==> config.mk <==
export PLATFORM = sky130hd
export DESIGN_NAME = dsf_fault_response
export DESIGN_NICKNAME = d
export VERILOG_FILES = /design/src/hw/dsf_pkg.sv /design/src/hw/dsf_timer_if.sv /design/src/hw/dsf_fault_response.sv /design/src/hw/dsf_retry_timer.sv
export SDC_FILE = /design/constraint.sdc
export NUM_CORES = 1
export LEC_CHECK = 0
export ABC_AREA = 1
export BUFFER_PORTS_ARGS = -buffer_cell sky130_fd_sc_hd__buf_2
export CAP_MARGIN = 20
export CORE_UTILIZATION = 45
export DETAILED_ROUTE_END_ITERATION = 8
export HOLD_SLACK_MARGIN = 0.08
export PLACE_DENSITY_LB_ADDON = 0.05
export SYNTH_ARGS = -nofsm -noshare
export SYNTH_HDL_FRONTEND = slang
export SYNTH_HIERARCHICAL = 1
export SYNTH_SLANG_ARGS = --single-unit
==> constraint.sdc <==
create_clock -name clock -period 3.22 [get_ports clock]
set_input_delay 0.322 -clock clock [delete_from_list [all_inputs] [get_ports clock]]
set_output_delay 0.322 -clock clock [all_outputs]
set_load 0.05 [all_outputs]
==> src/hw/dsf_pkg.sv <==
// Purpose : Shared constants for the driver-supply fault response block
// Assumes : 200 MHz clock; command codes arrive already decoded from PMBus
// Notes   : Every offset, field position, reset value and time lives here once
package dsf_pkg;

  // ----------------------------------------------------------------
  // Command codes of the two reaction registers
  // ----------------------------------------------------------------
  localparam logic [7:0] OFS_OV_REACTION = 8'hF8;  // Overvoltage reaction
  localparam logic [7:0] OFS_UV_REACTION = 8'hF9;  // Undervoltage reaction

  // ----------------------------------------------------------------
  // Field layout, shared by both registers
  // ----------------------------------------------------------------
  localparam int RESP_MSB  = 7;  // Response field [7:6]
  localparam int RESP_LSB  = 6;
  localparam int RETRY_MSB = 5;  // Retry count field [5:3]
  localparam int RETRY_LSB = 3;
  localparam int DELAY_MSB = 2;  // Retry delay field [2:0]
  localparam int DELAY_LSB = 0;

  // ----------------------------------------------------------------
  // Encodings and reset value
  // ----------------------------------------------------------------
  localparam logic [1:0] RESP_DISABLE_RETRY = 2'h2;  // Shut down and retry
  localparam logic [2:0] RETRY_NONE         = 3'h0;  // No restart attempt
  localparam logic [2:0] RETRY_FOREVER      = 3'h7;  // Restart without limit
  localparam logic [7:0] REACTION_RST       = 8'h80; // Shut down, no retry, shortest delay

  // ----------------------------------------------------------------
  // Timing: one delay step, and its count of clock cycles
  // ----------------------------------------------------------------
  localparam int unsigned CLK_KHZ       = 200000;                       // 200 MHz
  localparam int unsigned DELAY_UNIT_MS = 35;                           // Step of the retry delay
  localparam int unsigned DELAY_UNIT_CYC = DELAY_UNIT_MS * CLK_KHZ;     // Cycles per step

endpackage

==> src/hw/dsf_timer_if.sv <==
// Purpose : Carries start, abort, delay code and expiry between control and timer
// Assumes : Single clock domain
// Notes   : start and abort are one-cycle pulses; done is a one-cycle pulse
`timescale 1ns/1ps
interface dsf_timer_if;
  logic       start;  // Begin a retry delay
  logic       abort;  // Cancel a running delay
  logic [2:0] code;   // Delay code, valid with start
  logic       done;   // Delay has run out

  modport ctl (output start, output abort, output code, input done);
  modport tmr (input start, input abort, input code, output done);
endinterface

==> src/hw/dsf_fault_response.sv <==
// Purpose : Reaction of the output to driver-supply over- and undervoltage faults
// Assumes : Threshold comparison is done outside; command port is a decoded PMBus byte access
// Notes   : Overvoltage wins when both faults arrive in the same cycle
`timescale 1ns/1ps

module dsf_fault_response #(
  parameter int unsigned UNIT_CYC = dsf_pkg::DELAY_UNIT_CYC
) (
  // Clock and reset
  input  wire logic       clock,
  input  wire logic       arst_n,
  // Decoded command port
  input  wire logic [7:0] cmd_code,
  input  wire logic       cmd_wr,
  input  wire logic       cmd_rd,
  input  wire logic [7:0] cmd_wdata,
  output logic      [7:0] cmd_rdata,
  output logic            cmd_ack,
  output logic            cmd_nack,
  // Supply monitor comparators and system control
  input  wire logic       ov_detect,
  input  wire logic       uv_detect,
  input  wire logic       run_cmd,
  input  wire logic       other_shutdown,
  input  wire logic       clear_faults,
  // Outputs
  output logic            alert_out_n,
  output logic            power_enable,
  output logic            ov_fault_flag,
  output logic            uv_fault_flag
);
  import dsf_pkg::*;

  // ----------------------------------------------------------------
  // State and storage
  // ----------------------------------------------------------------
  typedef enum logic [2:0] {
    ST_RUN   = 3'b001,  // Output follows run_cmd
    ST_DELAY = 3'b010,  // Off, waiting for next restart
    ST_HOLD  = 3'b100   // Off until faults are cleared
  } dsf_state_e;

  dsf_state_e state_reg, state_next;
  logic [7:0] ov_cfg_reg,  ov_cfg_next;   // Overvoltage reaction byte
  logic [7:0] uv_cfg_reg,  uv_cfg_next;   // Undervoltage reaction byte
  logic [2:0] left_reg,    left_next;     // Restarts still allowed
  logic       inf_reg,     inf_next;      // Unlimited retries in force
  logic       seq_reg,     seq_next;      // A retry sequence is under way
  logic       pwr_reg,     pwr_next;      // Output enable
  logic       ovf_reg,     ovf_next;      // Sticky overvoltage flag
  logic       uvf_reg,     uvf_next;      // Sticky undervoltage flag
  logic       alert_reg,   alert_next;    // Alert, active low
  logic [7:0] rdata_reg,   rdata_next;    // Read data
  logic       ack_reg,     ack_next;      // Mapped access answered
  logic       nack_reg,    nack_next;     // Unmapped access refused

  // Combinational helpers
  logic       ov_hit;     // Overvoltage with shutdown reaction
  logic       uv_hit;     // Undervoltage with shutdown reaction
  logic [7:0] act_cfg;    // Reaction byte of the fault being handled
  logic [2:0] eff_left;   // Restarts available for this fault
  logic       eff_inf;    // Unlimited for this fault
  logic       mapped;     // Command code is one of ours

  dsf_timer_if tif ();

  dsf_retry_timer #(.UNIT_CYC(UNIT_CYC)) u_dsf_retry_timer (
    .clock  (clock),
    .arst_n (arst_n),
    .tif    (tif)
  );

  // ----------------------------------------------------------------
  // Fault qualification
  // ----------------------------------------------------------------
  // Comparators judge each fault against its own threshold
  assign ov_hit   = ov_detect && (ov_cfg_reg[RESP_MSB:RESP_LSB] == RESP_DISABLE_RETRY);
  assign uv_hit   = uv_detect && (uv_cfg_reg[RESP_MSB:RESP_LSB] == RESP_DISABLE_RETRY);
  assign act_cfg  = ov_hit ? ov_cfg_reg : uv_cfg_reg;
  // A fresh fault loads its own count; a running sequence keeps its budget
  assign eff_left = seq_reg ? left_reg : act_cfg[RETRY_MSB:RETRY_LSB];
  assign eff_inf  = seq_reg ? inf_reg : (act_cfg[RETRY_MSB:RETRY_LSB] == RETRY_FOREVER);
  assign mapped   = (cmd_code == OFS_OV_REACTION) || (cmd_code == OFS_UV_REACTION);

  // ----------------------------------------------------------------
  // Next-state logic
  // ----------------------------------------------------------------
  always_comb begin
    state_next  = state_reg;
    left_next   = left_reg;
    inf_next    = inf_reg;
    seq_next    = seq_reg;
    pwr_next    = 1'b0;
    tif.start   = 1'b0;
    tif.abort   = 1'b0;
    tif.code    = act_cfg[DELAY_MSB:DELAY_LSB];
    ov_cfg_next = ov_cfg_reg;
    uv_cfg_next = uv_cfg_reg;
    rdata_next  = rdata_reg;
    ack_next    = 1'b0;
    nack_next   = 1'b0;

    // Reaction registers
    if (cmd_wr && cmd_code == OFS_OV_REACTION) begin
      ov_cfg_next = cmd_wdata;
    end
    if (cmd_wr && cmd_code == OFS_UV_REACTION) begin
      uv_cfg_next = cmd_wdata;
    end
    if (cmd_rd) begin
      rdata_next = (cmd_code == OFS_OV_REACTION) ? ov_cfg_reg :
                   (cmd_code == OFS_UV_REACTION) ? uv_cfg_reg : 8'h00;
    end
    if (cmd_wr || cmd_rd) begin
      ack_next  = mapped;
      nack_next = !mapped;
    end

    // Sticky flags; a new fault beats a clear in the same cycle
    ovf_next   = ov_detect || (ovf_reg && !clear_faults);
    uvf_next   = uv_detect || (uvf_reg && !clear_faults);
    alert_next = !(ovf_next || uvf_next);

    unique case (state_reg)
      ST_RUN: begin
        pwr_next = run_cmd;
        if (!run_cmd) begin
          // Commanded off ends any retry sequence
          seq_next = 1'b0;
        end else if (ov_hit || uv_hit) begin
          pwr_next = 1'b0;
          seq_next = 1'b1;
          inf_next = eff_inf;
          left_next = eff_left;
          if (eff_left == RETRY_NONE && !eff_inf) begin
            // No attempts left, or none asked for
            state_next = ST_HOLD;
          end else begin
            tif.start  = 1'b1;
            state_next = ST_DELAY;
          end
        end
      end
      ST_DELAY: begin
        if (!run_cmd) begin
          tif.abort  = 1'b1;
          seq_next   = 1'b0;
          state_next = ST_RUN;
        end else if (other_shutdown) begin
          // Another fault holds the output off until faults are cleared
          tif.abort  = 1'b1;
          state_next = ST_HOLD;
        end else if (tif.done) begin
          // Restart attempt
          pwr_next   = 1'b1;
          state_next = ST_RUN;
          if (!inf_reg) begin
            left_next = left_reg - 3'h1;
          end
        end
      end
      ST_HOLD: begin
        // Leaves only once faults are cleared and gone
        if (clear_faults && !ov_detect && !uv_detect) begin
          seq_next   = 1'b0;
          state_next = ST_RUN;
        end
      end
      default: begin
        state_next = ST_HOLD;
      end
    endcase
  end

  // Registers only
  always_ff @(posedge clock or negedge arst_n) begin
    if (!arst_n) begin
      state_reg  <= ST_RUN;
      ov_cfg_reg <= REACTION_RST;
      uv_cfg_reg <= REACTION_RST;
      left_reg   <= 3'h0;
      inf_reg    <= 1'b0;
      seq_reg    <= 1'b0;
      pwr_reg    <= 1'b0;
      ovf_reg    <= 1'b0;
      uvf_reg    <= 1'b0;
      alert_reg  <= 1'b1;
      rdata_reg  <= 8'h00;
      ack_reg    <= 1'b0;
      nack_reg   <= 1'b0;
    end else begin
      state_reg  <= state_next;
      ov_cfg_reg <= ov_cfg_next;
      uv_cfg_reg <= uv_cfg_next;
      left_reg   <= left_next;
      inf_reg    <= inf_next;
      seq_reg    <= seq_next;
      pwr_reg    <= pwr_next;
      ovf_reg    <= ovf_next;
      uvf_reg    <= uvf_next;
      alert_reg  <= alert_next;
      rdata_reg  <= rdata_next;
      ack_reg    <= ack_next;
      nack_reg   <= nack_next;
    end
  end

  // ----------------------------------------------------------------
  // Outputs, all straight from flip-flops
  // ----------------------------------------------------------------
  assign cmd_rdata     = rdata_reg;
  assign cmd_ack       = ack_reg;
  assign cmd_nack      = nack_reg;
  assign alert_out_n   = alert_reg;
  assign power_enable  = pwr_reg;
  assign ov_fault_flag = ovf_reg;
  assign uv_fault_flag = uvf_reg;

  // ----------------------------------------------------------------
  // Checks
  // ----------------------------------------------------------------
  property p_ov_write;
    @(posedge clock) disable iff (!arst_n)
    (cmd_wr && cmd_code == OFS_OV_REACTION) |=> (ov_cfg_reg == $past(cmd_wdata));
  endproperty
  a_ov_write: assert property (p_ov_write) else $error("overvoltage reaction not written");

  property p_uv_write;
    @(posedge clock) disable iff (!arst_n)
    (cmd_wr && cmd_code == OFS_UV_REACTION) |=> (uv_cfg_reg == $past(cmd_wdata));
  endproperty
  a_uv_write: assert property (p_uv_write) else $error("undervoltage reaction not written");

  property p_alert;
    @(posedge clock) disable iff (!arst_n)
    (ov_detect || uv_detect) |=> (!alert_out_n && (ov_fault_flag || uv_fault_flag));
  endproperty
  a_alert: assert property (p_alert) else $error("fault did not raise alert and flag");

  property p_off_now;
    @(posedge clock) disable iff (!arst_n)
    (state_reg == ST_RUN && (ov_hit || uv_hit)) |=> !power_enable;
  endproperty
  a_off_now: assert property (p_off_now) else $error("output not shut off at once");

  property p_no_retry;
    @(posedge clock) disable iff (!arst_n)
    (state_reg == ST_RUN && run_cmd && (ov_hit || uv_hit) && eff_left == RETRY_NONE && !eff_inf)
      |=> (state_reg == ST_HOLD) [*2];
  endproperty
  a_no_retry: assert property (p_no_retry) else $error("restart attempted with no retries");

  property p_forever;
    @(posedge clock) disable iff (!arst_n)
    (state_reg == ST_DELAY && inf_reg && tif.done && run_cmd && !other_shutdown)
      |=> (state_reg == ST_RUN && power_enable && inf_reg);
  endproperty
  a_forever: assert property (p_forever) else $error("unlimited retry stopped");

  property p_count_down;
    @(posedge clock) disable iff (!arst_n)
    (state_reg == ST_DELAY && !inf_reg && tif.done && run_cmd && !other_shutdown)
      |=> (left_reg == $past(left_reg) - 3'h1);
  endproperty
  a_count_down: assert property (p_count_down) else $error("retry budget not spent");

  property p_hold;
    @(posedge clock) disable iff (!arst_n)
    (state_reg == ST_HOLD && !clear_faults) |=> (state_reg == ST_HOLD && !power_enable);
  endproperty
  a_hold: assert property (p_hold) else $error("left hold without clear");

endmodule

==> src/hw/dsf_retry_timer.sv <==
// Purpose : Retry delay timer, (code + 1) steps of one delay unit each
// Assumes : start and abort never needed together; abort wins if both come
// Notes   : done rises exactly (code + 1) * UNIT_CYC cycles after start
`timescale 1ns/1ps
module dsf_retry_timer #(
  parameter int unsigned UNIT_CYC = dsf_pkg::DELAY_UNIT_CYC
) (
  // Clock and reset
  input wire logic clock,
  input wire logic arst_n,
  // Control side
  dsf_timer_if.tmr tif
);
  import dsf_pkg::*;

  localparam int CW = $clog2(UNIT_CYC + 1);

  logic [CW-1:0] cyc_reg,   cyc_next;    // Cycles left in the current step
  logic [3:0]    units_reg, units_next;  // Steps left, zero when idle
  logic          done_reg,  done_next;   // Expiry pulse

  // ----------------------------------------------------------------
  // Next-state logic
  // ----------------------------------------------------------------
  always_comb begin
    cyc_next   = cyc_reg;
    units_next = units_reg;
    done_next  = 1'b0;
    if (tif.abort) begin
      // Cancelled: drop back to idle
      cyc_next   = '0;
      units_next = 4'h0;
    end else if (tif.start) begin
      // Load code + 1 steps
      units_next = {1'b0, tif.code} + 4'h1;
      cyc_next   = CW'(UNIT_CYC - 1);
    end else if (units_reg != 4'h0) begin
      if (cyc_reg == '0) begin
        // Step finished
        units_next = units_reg - 4'h1;
        cyc_next   = CW'(UNIT_CYC - 1);
        done_next  = (units_reg == 4'h1);
      end else begin
        cyc_next = cyc_reg - CW'(1);
      end
    end
  end

  // Registers only
  always_ff @(posedge clock or negedge arst_n) begin
    if (!arst_n) begin
      cyc_reg   <= '0;
      units_reg <= 4'h0;
      done_reg  <= 1'b0;
    end else begin
      cyc_reg   <= cyc_next;
      units_reg <= units_next;
      done_reg  <= done_next;
    end
  end

  assign tif.done = done_reg;

  // ----------------------------------------------------------------
  // Checks
  // ----------------------------------------------------------------
  property p_load_steps;
    @(posedge clock) disable iff (!arst_n)
    (tif.start && !tif.abort) |=> (units_reg == ({1'b0, $past(tif.code)} + 4'h1));
  endproperty
  a_load_steps: assert property (p_load_steps) else $error("delay steps not code plus one");

  property p_done_end;
    @(posedge clock) disable iff (!arst_n)
    done_reg |-> ($past(units_reg) == 4'h1 && $past(cyc_reg) == '0 && units_reg == 4'h0);
  endproperty
  a_done_end: assert property (p_done_end) else $error("delay ended at wrong count");

endmodule

==> metrics.md <==
| Metric | Value |
|---|---|
| Status | complete, no violations |
| Count of warnings emitted by yosys | 6 |
| Path category of the worst min-delay check | primary input to asynchronous set/reset pin |
| Worst path buffer plus inverter count | 2 |
| Routed Antenna Nets | 0 |
| Post-synth EDFFs | 0 |
| CTS tree | done |
| Leak pwr | 2.361 nW |
| Post-Synthesis Cells | ~530 |
| PnR worst setup slack | about 560 ps |
| Multi-input logic area | approximately 2000 um^2 |
| Max-cap violation count | 0 |
| Critical-path cell list | nand3_2, nand2_1, nand3_1, nand2_1, nand2_1, nor2_1, nand2_1, nand2_1, inv_1, nor2_4, nand3_4, inv_2, nor2_2, xnor2_1, nor2_1 |
| Critical path type | register to register |
| Cts hold-fix bufs | 0 |
| Number of flip-flops in the largest register | 23 |
| Worst slew pin tran | around 850 ps |
| WL/cell | roughly 13 um |
| Sink Count | 66 |
| Post-DP HPWL | between 6000 and 7000 um |
| # setup viols final | 0 |
| # H-tree levels | 3 |
| Required time worst endpoint | around 3500 ps |
| Final #Nets | ~600 |
| Largest net degree at the start of global routing | 67 |
| DIE WIDTH | 95.60 um |
| Relative slew margins | 0.4328 |
| Routed vias | 3432 |
| Die H | around 96 um |
| Fin. Hold Viols | 0 |
| Fill cells | 809 |
| Top_reg_cell synth | dfrtp_1 |
| Synth top area cells | dfrtp_1, nand2_1, nor2_1, inv_1, o21ai_0 |
| Initial antenna violation count | 0 |
| Clk root buf | clkbuf_8 |
| ANT cells | 0 |
| Clock Latency Late Sink | approximately 350 ps |
| Top cell type's share of synthesized area | 0.3935 |
| CP arrival | between 2000 and 3000 ps |
| Starting density of the core | 0.4727 |
| Pwr/cell area | slightly above 700 nW/um^2 |
| Detailed Routing Iterations Pass 1 | 4 |
| Avg Inst Size Synth | ~7.4 um^2 |
| Worst setup EP type | register |
| IR drop worst, VDD | roughly 0.33 mV |
| Post-synth net total | 563 |
| Count leader, synth | nand2_1 |
| Post-synthesis cell area | between 3000 and 4000 um^2 |
| DRC | 0 |
| Clock skew | approximately 14 ps |
| Ys async rst share | 1.000 |
| FP Rows | 33 |
| Initial DRC count | 144 |
| Fin crit period | 2657 ps |
| Critical-path top delay cell | dfstp_2 |
| Critical path's largest stage delay | approximately 590 ps |
| Port bufs | 38 |
| CP top delay family | simple AND/OR/NAND/NOR gates |
| Share of cells above drive strength 1 | 0.1900 |
| Library cells used by synthesis | 37 |
| Gr usage total | 0.2243 |
| Grt ovf | 0 |
| Largest area contributor in the netlist | dfrtp_1 |
| Crit share post-route | 0.8253 |
| Resize count post-CTS | 0 |
| Most instantiated cells after synthesis | nand2_1, dfrtp_1, nor2_1 |
| Crit path max fanout | 13 |
| Startpoint Class | register |
| FF+latch count, synth | 66 |
| Die area | approximately 9100 um^2 |
| RSZ-0062 raised after global routing | no |
| Pre-CTS setup slack | approximately 640 ps |
| Post-CTS Setup Bufs | 0 |
| Sequential element share of the synthesized area | 0.4202 |
| First-pass GRT wire length | ~16000 um |
| Number of buffers created by CTS | 9 |
| Area delta synth->final | 12.03% |
| Global placement routability congestion | between 0.8 and 0.9 |
| Fmax achieved | roughly 380 MHz |
| RR Startpoint | ov_cfg_reg[7]$_DFFE_PN1P_ |
| Vias per cell | roughly 5 |
| Setup TNS | 0 ps |
| Max clock buf depth | 2 |
| Cell mode on critical path | nand2_1 |
| CP startpoint | ov_cfg_reg[7]$_DFFE_PN1P_ |
| Clock-pin slew on the worst setup and hold paths | around 90 ps |
| # IOs | 39 |
| Storage element area | around 1700 um^2 |
| Final WL | roughly 9100 um |
| Core area | approximately 8300 um^2 |
| Vias in the first global route | approximately 3300 |
| Final slew viol count | 0 |
## metrics by stage
step / instance area, um^2 / hold WS, ps / utilization / power [W] / std cells
after floorplan: 3943 / 26.41 / - / 0.002178 / 531
after global placement: 4222 / 457.7 / 0.5062 / 0.002400 / 668
after detailed placement: 4222 / 461.5 / 0.5062 / 0.002430 / 668
after CTS: 4417 / 175.6 / 0.5296 / 0.003145 / 684
after global routing: 4417 / 188.5 / 0.5296 / 0.003366 / 684
final: 4417 / 149.6 / 0.5296 / 0.003127 / 684
## layout by cell type, fill, tap and decap left out, types with 8 or more instances in the layout
cell / synthesis / layout
a21oi_1: 8 / 8
buf_2: 1 / 38
clkbuf_8: 0 / 9
dfrtp_1: 62 / 62
inv_1: 54 / 54
nand2_1: 169 / 169
nand3_1: 32 / 32
nor2_1: 61 / 61
nor2_2: 11 / 11
o21ai_0: 39 / 39
o21ai_2: 12 / 12
## final timing paths
check	end	slack, ps	cells after the start
max in group asynchronous	u_dsf_retry_timer/cyc_reg[20]$_DFFE_PN0P_	2510	2
min	ov_fault_flag$_DFF_PN0_	150	2
min reg2reg	cmd_rdata[3]$_DFFE_PN0P_	480	2
max	u_dsf_retry_timer/cyc_reg[13]$_DFFE_PN0P_	560	15
max reg2reg	u_dsf_retry_timer/cyc_reg[13]$_DFFE_PN0P_	560	15
min in group clock	ov_cfg_reg[3]$_DFFE_PN0P_	190	3
## cells by family after synthesis
logic type,Yosys count,synth area share
adder cells (fa/ha/maj),7,0.02221
AND/OR/NAND/NOR,310,0.3618
flip-flops,66,0.4202
AO/OA/AOI/OAI,71,0.1041
buffers and inverters,68,0.07172
XOR/XNOR,9,0.01999
## final cells by class
type,count,share of cell area
Clock inverter,6,0.01530
Multi-Input combinational cell,397,0.4535
Tap cell,105,0.02975
Clock buffer,10,0.02890
Timing Repair Buffer,40,0.04646
Inverter,60,0.05099
Sequential cell,66,0.3751
## worst register-to-register path, delay by kind of cell (launching register included)
family	cells	cell delay [ps]
buf+inv	2	390
xor+xnor	1	180
simple gates	12	1380
flops	1	590
## where the power goes
part           internal (W)  switching, W
sequential         0.000999      0.000170
clock              0.000359      0.000346
combinational      0.000426      0.000826
## metal layers
layer  up-vias  track usage  routed length, um
li1       1778            -                  -
met1      1587       0.3317               4777
met2        58       0.3333               3942
met3         9      0.03828                278
met4         0      0.06716                 88
met5         -            0                  0
No activity file was read; power rests on OpenSTA's default activity.
